===== config.mk =====
export PLATFORM = sky130hd
export DESIGN_NAME = drpm_rank_port_map
export DESIGN_NICKNAME = d
export VERILOG_FILES = /design/src/common/drpm_pkg.sv /design/src/rtl/drpm_addr_map.sv /design/src/rtl/drpm_rank_port_map.sv
export SDC_FILE = /design/constraint.sdc
export NUM_CORES = 1
export LEC_CHECK = 0
export ABC_AREA = 1
export BUFFER_PORTS_ARGS = -buffer_cell sky130_fd_sc_hd__buf_2
export CAP_MARGIN = 20
export CORE_MARGIN = 5
export CORE_UTILIZATION = 40
export CTS_BUF_LIST = sky130_fd_sc_hd__clkbuf_8
export CTS_CLUSTER_SIZE = 24
export DETAILED_ROUTE_END_ITERATION = 8
export PLACE_DENSITY = 0.66
export SLEW_MARGIN = 20
export SYNTH_ARGS = -nofsm -noshare
export SYNTH_HDL_FRONTEND = slang
export SYNTH_SLANG_ARGS = --single-unit

===== constraint.sdc =====
create_clock -name core_clk -period 2.47 [get_ports core_clk]
set_input_delay 0.3705 -clock core_clk [delete_from_list [all_inputs] [get_ports core_clk]]
set_output_delay 0.3705 -clock core_clk [all_outputs]
set_load 0.1 [all_outputs]

===== src/common/drpm_pkg.sv =====
// package for the rank and port mapping block: defaults, widths, states
// assumes one controller clock domain; no register bus
package drpm_pkg;
    // interface address is 36 bits, bit 0 most significant on the wire
    localparam int DRPM_IFACE_ADDR_W = 36;
    localparam int DRPM_BYTE_W = 8;
    localparam int DRPM_BEATS = 2;
    localparam int DRPM_MAX_RANKS = 4;
    localparam int DRPM_DEF_RANKS = 4;
    localparam int DRPM_DEF_DWIDTH = 32;
    localparam int DRPM_DEF_COL_W = 10;
    localparam int DRPM_DEF_ROW_W = 13;
    localparam int DRPM_DEF_BANK_W = 2;
    localparam int DRPM_DEF_CLK_PAIRS = 1;
    localparam logic [35:0] DRPM_DEF_WIN_BASE = 36'h0_0000_0000;
    localparam logic [35:0] DRPM_DEF_WIN_TOP = 36'h0_3FFF_FFFF;
    localparam logic [0:0] DRPM_CKE_RESET = 1'h0;

    typedef enum logic [2:0] {
        DRPM_IDLE = 3'b001,
        DRPM_BEAT0 = 3'b010,
        DRPM_BEAT1 = 3'b100
    } drpm_state_t;

    // request kind travelling with the accepted access
    typedef struct packed {
        logic valid;
        logic write;
        logic hit;
    } drpm_req_t;
endpackage


===== src/rtl/drpm_addr_map.sv =====
// address split for the rank and port mapping block: window hit, rank,
// bank, row and column fields from a little-endian request address
// assumes the window is a power-of-two size on an aligned base
`timescale 1ns/1ps
`default_nettype none
module drpm_addr_map import drpm_pkg::*; #(
    parameter int RANKS = DRPM_DEF_RANKS,
    parameter int DWIDTH = DRPM_DEF_DWIDTH,
    parameter int COL_W = DRPM_DEF_COL_W,
    parameter int ROW_W = DRPM_DEF_ROW_W,
    parameter int BANK_W = DRPM_DEF_BANK_W,
    parameter logic [35:0] WIN_BASE = DRPM_DEF_WIN_BASE,
    parameter logic [35:0] WIN_TOP = DRPM_DEF_WIN_TOP
) (
    input wire logic [DRPM_IFACE_ADDR_W-1:0] addr,
    output logic hit,
    output logic [RANKS-1:0] rank_onehot,
    output logic [BANK_W-1:0] bank,
    output logic [ROW_W-1:0] row,
    output logic [COL_W-1:0] col
);
    localparam int OFFSET = $clog2(DWIDTH / DRPM_BYTE_W);
    localparam logic [36:0] WIN_SIZE = {1'b0, WIN_TOP - WIN_BASE} + 37'h1;
    localparam int WIN_BITS = $clog2(WIN_SIZE);
    localparam int RANK_BITS = (RANKS > 1) ? $clog2(RANKS) : 1;
    localparam int RANK_SHIFT = (RANKS > 1) ? WIN_BITS - RANK_BITS : 0;

    logic [35:0] rel;
    logic [RANK_BITS-1:0] idx;

    always_comb begin
        rel = addr - WIN_BASE;
        // column, row, bank upward from the byte offset
        col = addr[OFFSET +: COL_W];
        row = addr[OFFSET + COL_W +: ROW_W];
        bank = addr[OFFSET + COL_W + ROW_W +: BANK_W];
        hit = (addr >= WIN_BASE) && (addr <= WIN_TOP);
        // equal contiguous ranges, rank 0 at the base
        idx = (RANKS > 1) ? rel[RANK_SHIFT +: RANK_BITS] : '0;
        rank_onehot = '0;
        // outside the window no rank is chosen
        if (hit) begin
            rank_onehot[idx] = 1'b1;
        end
    end
endmodule // drpm_addr_map
`default_nettype wire


===== src/rtl/drpm_rank_port_map.sv =====
// rank and port mapping for a DDR2 controller: takes one request from the
// processor memory interface, drives rank selects, bank/row/column, two
// data beats with masks and strobes, and returns two read beats as one word
// assumes the requester holds its request until ready and one clock domain
//
// Contract
// - one to four ranks, each with chip select, clock enable, termination
// - window split into equal contiguous rank ranges, rank 0 at base
// - every rank range is reachable from every requesting port
// - each memory access is two, four or eight bytes by width setting
// - interface data uses big-endian numbering, bit 0 most significant
// - memory side little-endian; bit order reversed across the boundary
// - interface data buses are twice memory width, two beats per word
// - data mask driven from byte enables; disabled bytes masked on write
// - bank address and strobes generated here from the 36-bit address
// - select, clock enable and range widths scale with rank count
// - memory data pin width equals the data width parameter
// - strobe pair count equals the strobe width parameter
// - column, row, bank taken upward above log2(width/8) byte offset
`timescale 1ns/1ps
`default_nettype none
module drpm_rank_port_map import drpm_pkg::*; #(
    parameter int RANKS = DRPM_DEF_RANKS,
    parameter int DWIDTH = DRPM_DEF_DWIDTH,
    parameter int STROBE_W = DRPM_DEF_DWIDTH / DRPM_BYTE_W,
    parameter int MASK_W = DRPM_DEF_DWIDTH / DRPM_BYTE_W,
    parameter int COL_W = DRPM_DEF_COL_W,
    parameter int ROW_W = DRPM_DEF_ROW_W,
    parameter int BANK_W = DRPM_DEF_BANK_W,
    parameter int CLK_PAIRS = DRPM_DEF_CLK_PAIRS,
    parameter logic [35:0] WIN_BASE = DRPM_DEF_WIN_BASE,
    parameter logic [35:0] WIN_TOP = DRPM_DEF_WIN_TOP
) (
    input wire logic core_clk,
    input wire logic reset,
    input wire logic iface_req_valid,
    input wire logic iface_req_write,
    input wire logic [0:DRPM_IFACE_ADDR_W-1] iface_request_address,
    input wire logic [0:2*DWIDTH-1] iface_write_data,
    input wire logic [0:2*DWIDTH/DRPM_BYTE_W-1] iface_byte_lane_enables,
    output logic iface_req_ready,
    output logic iface_req_miss,
    output logic [0:2*DWIDTH-1] iface_read_data,
    output logic iface_read_valid,
    output logic [RANKS-1:0] rank_select_n,
    output logic [RANKS-1:0] rank_clk_en,
    output logic [RANKS-1:0] rank_termination_ctl,
    output logic [BANK_W-1:0] mem_bank_select,
    output logic [ROW_W-1:0] mem_row,
    output logic [COL_W-1:0] mem_col,
    output logic mem_write_en,
    input wire logic [DWIDTH-1:0] mem_dq_in,
    output logic [DWIDTH-1:0] mem_dq_out,
    output logic mem_dq_oe,
    output logic [MASK_W-1:0] mem_mask_pins,
    output logic [STROBE_W-1:0] mem_strobe_p_out,
    output logic [STROBE_W-1:0] mem_strobe_n_out,
    output logic mem_strobe_oe,
    output logic [CLK_PAIRS-1:0] mem_clk_p,
    output logic [CLK_PAIRS-1:0] mem_clk_n
);
    localparam int WORD_W = 2 * DWIDTH;
    localparam int LANES = WORD_W / DRPM_BYTE_W;
    localparam int BYTES_PER_BEAT = DWIDTH / DRPM_BYTE_W;

    typedef struct packed {
        drpm_state_t state;
        drpm_req_t req;
        logic ready;
        logic miss;
        logic [WORD_W-1:0] wdata;
        logic [LANES-1:0] lane_en;
        logic [WORD_W-1:0] rdata;
        logic rvalid;
        logic [RANKS-1:0] cs_n;
        logic [RANKS-1:0] cke;
        logic [RANKS-1:0] odt;
        logic [BANK_W-1:0] bank;
        logic [ROW_W-1:0] row;
        logic [COL_W-1:0] col;
        logic wr_en;
        logic [DWIDTH-1:0] dq;
        logic dq_oe;
        logic [MASK_W-1:0] mask;
        logic strobe;
        logic strobe_n;
        logic strobe_oe;
        logic clk_phase;
        logic clk_n;
    } drpm_regs_t;

    drpm_regs_t cur;
    drpm_regs_t next_cur;

    logic [DRPM_IFACE_ADDR_W-1:0] addr_le;
    logic [WORD_W-1:0] wdata_le;
    logic [LANES-1:0] lanes_le;
    logic map_hit;
    logic [RANKS-1:0] map_rank;
    logic [BANK_W-1:0] map_bank;
    logic [ROW_W-1:0] map_row;
    logic [COL_W-1:0] map_col;

    // mask pins cover one byte each; wider groupings are not supported
    function automatic logic [MASK_W-1:0] beat_mask(
        input logic [BYTES_PER_BEAT-1:0] en
    );
        beat_mask = MASK_W'(~en);
    endfunction

    // positional copy: big-endian bit 0 lands on little-endian msb
    assign addr_le = iface_request_address;
    assign wdata_le = iface_write_data;
    assign lanes_le = iface_byte_lane_enables;

    // one decoder serves every requester, so no port sees fewer ranks
    drpm_addr_map #(
        .RANKS(RANKS),
        .DWIDTH(DWIDTH),
        .COL_W(COL_W),
        .ROW_W(ROW_W),
        .BANK_W(BANK_W),
        .WIN_BASE(WIN_BASE),
        .WIN_TOP(WIN_TOP)
    ) u_map (
        .addr(addr_le),
        .hit(map_hit),
        .rank_onehot(map_rank),
        .bank(map_bank),
        .row(map_row),
        .col(map_col)
    );

    always_comb begin
        next_cur = cur;
        next_cur.miss = 1'b0;
        next_cur.rvalid = 1'b0;
        next_cur.clk_phase = ~cur.clk_phase;
        // clock enables held high for all ranks once out of reset
        next_cur.cke = '1;
        case (cur.state)
            DRPM_IDLE: begin
                next_cur.cs_n = '1;
                next_cur.odt = '0;
                next_cur.wr_en = 1'b0;
                next_cur.dq_oe = 1'b0;
                next_cur.strobe_oe = 1'b0;
                next_cur.mask = '0;
                if (iface_req_valid && cur.ready) begin
                    next_cur.req = '{valid: 1'b1, write: iface_req_write,
                                     hit: map_hit};
                    next_cur.miss = ~map_hit;
                    next_cur.wdata = wdata_le;
                    next_cur.lane_en = lanes_le;
                    next_cur.bank = map_bank;
                    next_cur.row = map_row;
                    next_cur.col = map_col;
                    if (map_hit) begin
                        next_cur.ready = 1'b0;
                        next_cur.state = DRPM_BEAT0;
                        next_cur.cs_n = ~map_rank;
                        next_cur.odt = iface_req_write ? map_rank : '0;
                        next_cur.wr_en = iface_req_write;
                        // upper half of the word is the first beat
                        next_cur.dq = wdata_le[WORD_W-1 -: DWIDTH];
                        next_cur.mask = beat_mask(
                            lanes_le[LANES-1 -: BYTES_PER_BEAT]);
                        next_cur.dq_oe = iface_req_write;
                        next_cur.strobe_oe = iface_req_write;
                        next_cur.strobe = 1'b1;
                    end
                end
            end
            DRPM_BEAT0: begin
                next_cur.state = DRPM_BEAT1;
                next_cur.dq = cur.wdata[DWIDTH-1:0];
                next_cur.mask = beat_mask(
                    cur.lane_en[BYTES_PER_BEAT-1:0]);
                next_cur.strobe = 1'b0;
                next_cur.rdata[WORD_W-1 -: DWIDTH] = mem_dq_in;
            end
            DRPM_BEAT1: begin
                next_cur.state = DRPM_IDLE;
                next_cur.ready = 1'b1;
                next_cur.cs_n = '1;
                next_cur.odt = '0;
                next_cur.wr_en = 1'b0;
                next_cur.dq_oe = 1'b0;
                next_cur.strobe_oe = 1'b0;
                next_cur.mask = '0;
                next_cur.req.valid = 1'b0;
                next_cur.rdata[DWIDTH-1:0] = mem_dq_in;
                next_cur.rvalid = ~cur.req.write;
            end
            default: begin
                next_cur.state = DRPM_IDLE;
                next_cur.ready = 1'b1;
                next_cur.cs_n = '1;
            end
        endcase
        // complements registered too, so every pin leaves a flip-flop
        next_cur.strobe_n = ~next_cur.strobe;
        next_cur.clk_n = ~next_cur.clk_phase;
    end

    always_ff @(posedge core_clk) begin
        if (reset) begin
            cur <= '0;
            cur.state <= DRPM_IDLE;
            cur.ready <= 1'b1;
            cur.cs_n <= '1;
            cur.cke <= {RANKS{DRPM_CKE_RESET}};
            cur.strobe_n <= 1'b1;
            cur.clk_n <= 1'b1;
        end else begin
            cur <= next_cur;
        end
    end

    assign iface_req_ready = cur.ready;
    assign iface_req_miss = cur.miss;
    assign iface_read_data = cur.rdata;
    assign iface_read_valid = cur.rvalid;
    assign rank_select_n = cur.cs_n;
    assign rank_clk_en = cur.cke;
    assign rank_termination_ctl = cur.odt;
    assign mem_bank_select = cur.bank;
    assign mem_row = cur.row;
    assign mem_col = cur.col;
    assign mem_write_en = cur.wr_en;
    assign mem_dq_out = cur.dq;
    assign mem_dq_oe = cur.dq_oe;
    assign mem_mask_pins = cur.mask;
    assign mem_strobe_p_out = {STROBE_W{cur.strobe}};
    assign mem_strobe_n_out = {STROBE_W{cur.strobe_n}};
    assign mem_strobe_oe = cur.strobe_oe;
    assign mem_clk_p = {CLK_PAIRS{cur.clk_phase}};
    assign mem_clk_n = {CLK_PAIRS{cur.clk_n}};
endmodule // drpm_rank_port_map
`default_nettype wire


==> impl_metrics.env <==
export IMPL_status="complete, no violations"
export IMPL_route_antenna_remaining_nets=0
export IMPL_worst_path_stages=8
export IMPL_critical_path_peak_fanout=38
export IMPL_main_synth_ff_type="sky130_fd_sc_hd__dfxtp_1"
export IMPL_finalHoldViolations=0
export IMPL_min_delay_path_class="input port to register"
export IMPL_dieWidth_um=154
export IMPL_grt_pass1_vias=6668
export IMPL_synthesis_nets=1343
export IMPL_clkSlewWorstSetupHoldPaths_ns=0.10
export IMPL_cell_area_after_synthesis_mm2=0.00834
export IMPL_drt_total_wl_um=21500
export IMPL_timing_critical_path_arrival_ns=2.18
export IMPL_die_area_mm2=0.0238
export IMPL_timing_critical_path_from_type="register"
export IMPL_fin_hold_ws_ns=0.137
export IMPL_ys_ff_latch=182
export IMPL_report_final_slew_viol_count=0
export IMPL_synth_largest_area_cell="sky130_fd_sc_hd__dfxtp_1"
export IMPL_root_buffer="sky130_fd_sc_hd__clkbuf_8"
export IMPL_grt_util_met1_pct=21.8
export IMPL_numPlacedInstances=1565
export IMPL_ctsHoldBuffers=0
export IMPL_track_usage_pct=17.4
export IMPL_final_worst_path_period_share_pct=72.8
export IMPL_met3_usage_pct=4.92
export IMPL_critPathMaxStageDelay_ns=0.34
export IMPL_syn_area_per_cell_um2=6.96
export IMPL_finish_utilization_pct=45.4
export IMPL_syn_to_final_growth_pct=10.7
export IMPL_cap_violations=0
export IMPL_layout_drive_gt1_share_pct=26.0
export IMPL_finish_net_count=1458
export IMPL_ys_warn_count=0
export IMPL_slowest_stage="sky130_fd_sc_hd__dfxtp_1"
export IMPL_hpwl_after_dpl_um=15000
export IMPL_leakage_nw=4.86
export IMPL_critical_path_top_cell_by_count="sky130_fd_sc_hd__nand2_1"
export IMPL_cts_sinks=182
export IMPL_worst_pin_slew_ns=0.609
export IMPL_cts_repair_timing_setup_buffer_count=0
export IMPL_cts_buffer_depth=2
export IMPL_powerDensity_mw_per_mm2=625
export IMPL_clock_insertion_delay_worst_skew_ns=0.45
export IMPL_detail_route_iter0_violations=350
export IMPL_setup_worst_path_class="register to register"
export IMPL_synth_sequential_area_ratio_pct=43.7
export IMPL_period_needed_ns=1.80
export IMPL_cp_buffers_inverters=1
export IMPL_slew_headroom_pct=59.4
export IMPL_netlist_top_cells_count="sky130_fd_sc_hd__nor2_1, sky130_fd_sc_hd__nand2_1, sky130_fd_sc_hd__dfxtp_1, sky130_fd_sc_hd__buf_4, sky130_fd_sc_hd__o21ai_0"
export IMPL_globalRouteOverflowTotal=0
export IMPL_post_synth_inst_count=1199
export IMPL_hold_critical_path_depth=3
export IMPL_routed_wire_length_per_instance_um=13.4
export IMPL_clock_fmax_mhz=556
export IMPL_pin_count_of_the_biggest_net_entering_global_routing=102
export IMPL_tritoncts="built"
export IMPL_globalplace_congestion=0.773
export IMPL_fin_skew_ns=0.0130
export IMPL_cp_cell_sequence="nor2_1, nand2_2, nand2_1, nand3_4, buf_12, nand2_1, nand2_1, nor2_1"
export IMPL_total_power_mw=5.78
export IMPL_post_synth_top_area_share_pct=43.7
export IMPL_synth_area_leaders="sky130_fd_sc_hd__dfxtp_1, sky130_fd_sc_hd__nor2_1, sky130_fd_sc_hd__buf_4, sky130_fd_sc_hd__nand2_1, sky130_fd_sc_hd__o21ai_0"
export IMPL_synth_async_sr_flop_share_pct=0
export IMPL_rsz0062_at_grt="false"
export IMPL_starting_utilization_of_the_core_area_pct=41.0
export IMPL_setup_tns_ns=0
export IMPL_detail_route_first_pass_iterations=4
export IMPL_yosys_cell_types_count=23
export IMPL_finalNonFillerCells=1598
export IMPL_floorplan_core_area_mm2=0.0204
export IMPL_irDropWorstVdd_mv=0.367
export IMPL_worst_endpoint_required_ns=2.85
export IMPL_drc=0
export IMPL_via_per_inst=4.42
export IMPL_grt_antenna_before_repair=2
export IMPL_setup_violations=0
export IMPL_crit_reg2reg_launch="cur[224]$_SDFFE_PP0P_"
export IMPL_cell_rows=52
export IMPL_via_count=7070
export IMPL_cts_resized_gates=0
export IMPL_grtUsageMet2_pct=29.3
export IMPL_count_of_buffers_inserted_at_the_top_level_ports=293
export IMPL_worstHoldStart="iface_request_address[12]"
export IMPL_grt_first_pass_wirelength_um=34100
export IMPL_cts_made_buffers=17
export IMPL_die_y_um=154
export IMPL_cp_startpoint="cur[224]$_SDFFE_PP0P_"
export IMPL_end_kind="register"
export IMPL_cp_top_family="simple AND/OR/NAND/NOR gates"
export IMPL_synth_edff_count=0
export IMPL_post_synth_top_count_cell="sky130_fd_sc_hd__nor2_1"
export IMPL_global_route_peak_usage_layer="met2"
export IMPL_fillCellCount=2162
export IMPL_h_tree_depth=4
export IMPL_io_pins=297
export IMPL_reg2regPathDepth=8
## cell usage in the layout, fill, tap and decap left out
master,instances
sky130_fd_sc_hd__a21oi_1,7
sky130_fd_sc_hd__a31oi_1,1
sky130_fd_sc_hd__buf_12,3
sky130_fd_sc_hd__buf_2,293
sky130_fd_sc_hd__buf_4,10
sky130_fd_sc_hd__bufinv_16,1
sky130_fd_sc_hd__clkbuf_8,17
sky130_fd_sc_hd__clkinv_2,3
sky130_fd_sc_hd__clkinv_4,3
sky130_fd_sc_hd__clkinvlp_4,1
sky130_fd_sc_hd__dfxtp_1,182
sky130_fd_sc_hd__diode_2,2
sky130_fd_sc_hd__inv_1,78
sky130_fd_sc_hd__inv_2,1
sky130_fd_sc_hd__inv_4,1
sky130_fd_sc_hd__inv_6,3
sky130_fd_sc_hd__inv_8,2
sky130_fd_sc_hd__nand2_1,192
sky130_fd_sc_hd__nand2_2,2
sky130_fd_sc_hd__nand3_1,6
sky130_fd_sc_hd__nand3_2,1
sky130_fd_sc_hd__nand3_4,1
sky130_fd_sc_hd__nand3b_1,4
sky130_fd_sc_hd__nand4_1,1
sky130_fd_sc_hd__nor2_1,371
sky130_fd_sc_hd__nor2_2,1
sky130_fd_sc_hd__nor2_4,2
sky130_fd_sc_hd__nor3_1,6
sky130_fd_sc_hd__o21ai_0,133
## final cells by class
cell class	count	area, µm²	share of cell area, %
clock buffer	17	234	2.53
sequential	182	3640	39.4
multi-input combinational	728	2990	32.3
timing repair buffer	306	1600	17.3
tap	270	338	3.66
inverter	79	300	3.25
antenna	2	5.00	0.0542
clock inverter	14	130	1.41
## flip-flops by register name, indices dropped and copies added (netlist names), named ones only
| name | cells |
|---|---|
| mem_clk_p | 1 |
| mem_dq_out | 32 |
| mem_bank_select | 2 |
| iface_req_miss | 1 |
| iface_req_ready | 1 |
| cur | 40 |
| mem_strobe_n_out | 1 |
| iface_read_valid | 1 |
| mem_row | 13 |
| rank_select_n | 4 |
| mem_mask_pins | 4 |
| iface_read_data | 64 |
| mem_clk_n | 1 |
| rank_termination_ctl | 4 |
| rank_clk_en | 1 |
| mem_col | 10 |
| mem_write_en | 1 |
## cell families (layout without fill, tap and decap cells)
kind of cell           after synthesis  in the layout  synth area share [%]
flip-flops                         182            182                  43.7
AO/OA/AOI/OAI                      141            141                  8.47
buffers and inverters              289            416                  20.6
AND/OR/NAND/NOR                    587            587                  27.2
other                                0              2                     0
## routing by layer
metal | up-vias | share of wire [%]
li1 | 3730 | -
met1 | 3109 | 44
met2 | 203 | 48
met3 | 28 | 6.8
met4 | 0 | 2.0
met5 | - | 0
## final timing paths
check | to | slack (ns)
min | mem_row[11]$_SDFFE_PP0P_ | 0.14
max reg2reg | mem_dq_out[27]$_SDFFE_PP0P_ | 0.67
min reg2reg | iface_read_valid$_SDFF_PP0_ | 0.42
max | mem_dq_out[27]$_SDFFE_PP0P_ | 0.67
## metrics by stage
| stage | area [µm²] | worst slack, ns |
|---|---|---|
| floorplan | 8340 | 0.430 |
| global placement | 8870 | 0.557 |
| detailed placement | 8870 | 0.491 |
| CTS | 9230 | 0.628 |
| global route | 9240 | 0.474 |
| finish | 9240 | 0.671 |
## tightest hold or removal path, delay by kind of cell
family | cells | cell delay, ns
buffers and inverters | 1 | 0.07
AND/OR/NAND/NOR | 2 | 0.11
## report_power, final
group | internal [mW] | switching [mW]
Combinational | 0.194 | 0.581
Sequential | 3.02 | 0.0389
Clock | 0.810 | 1.13
Total | 4.03 | 1.75
No activity file was read; power rests on OpenSTA's default activity.
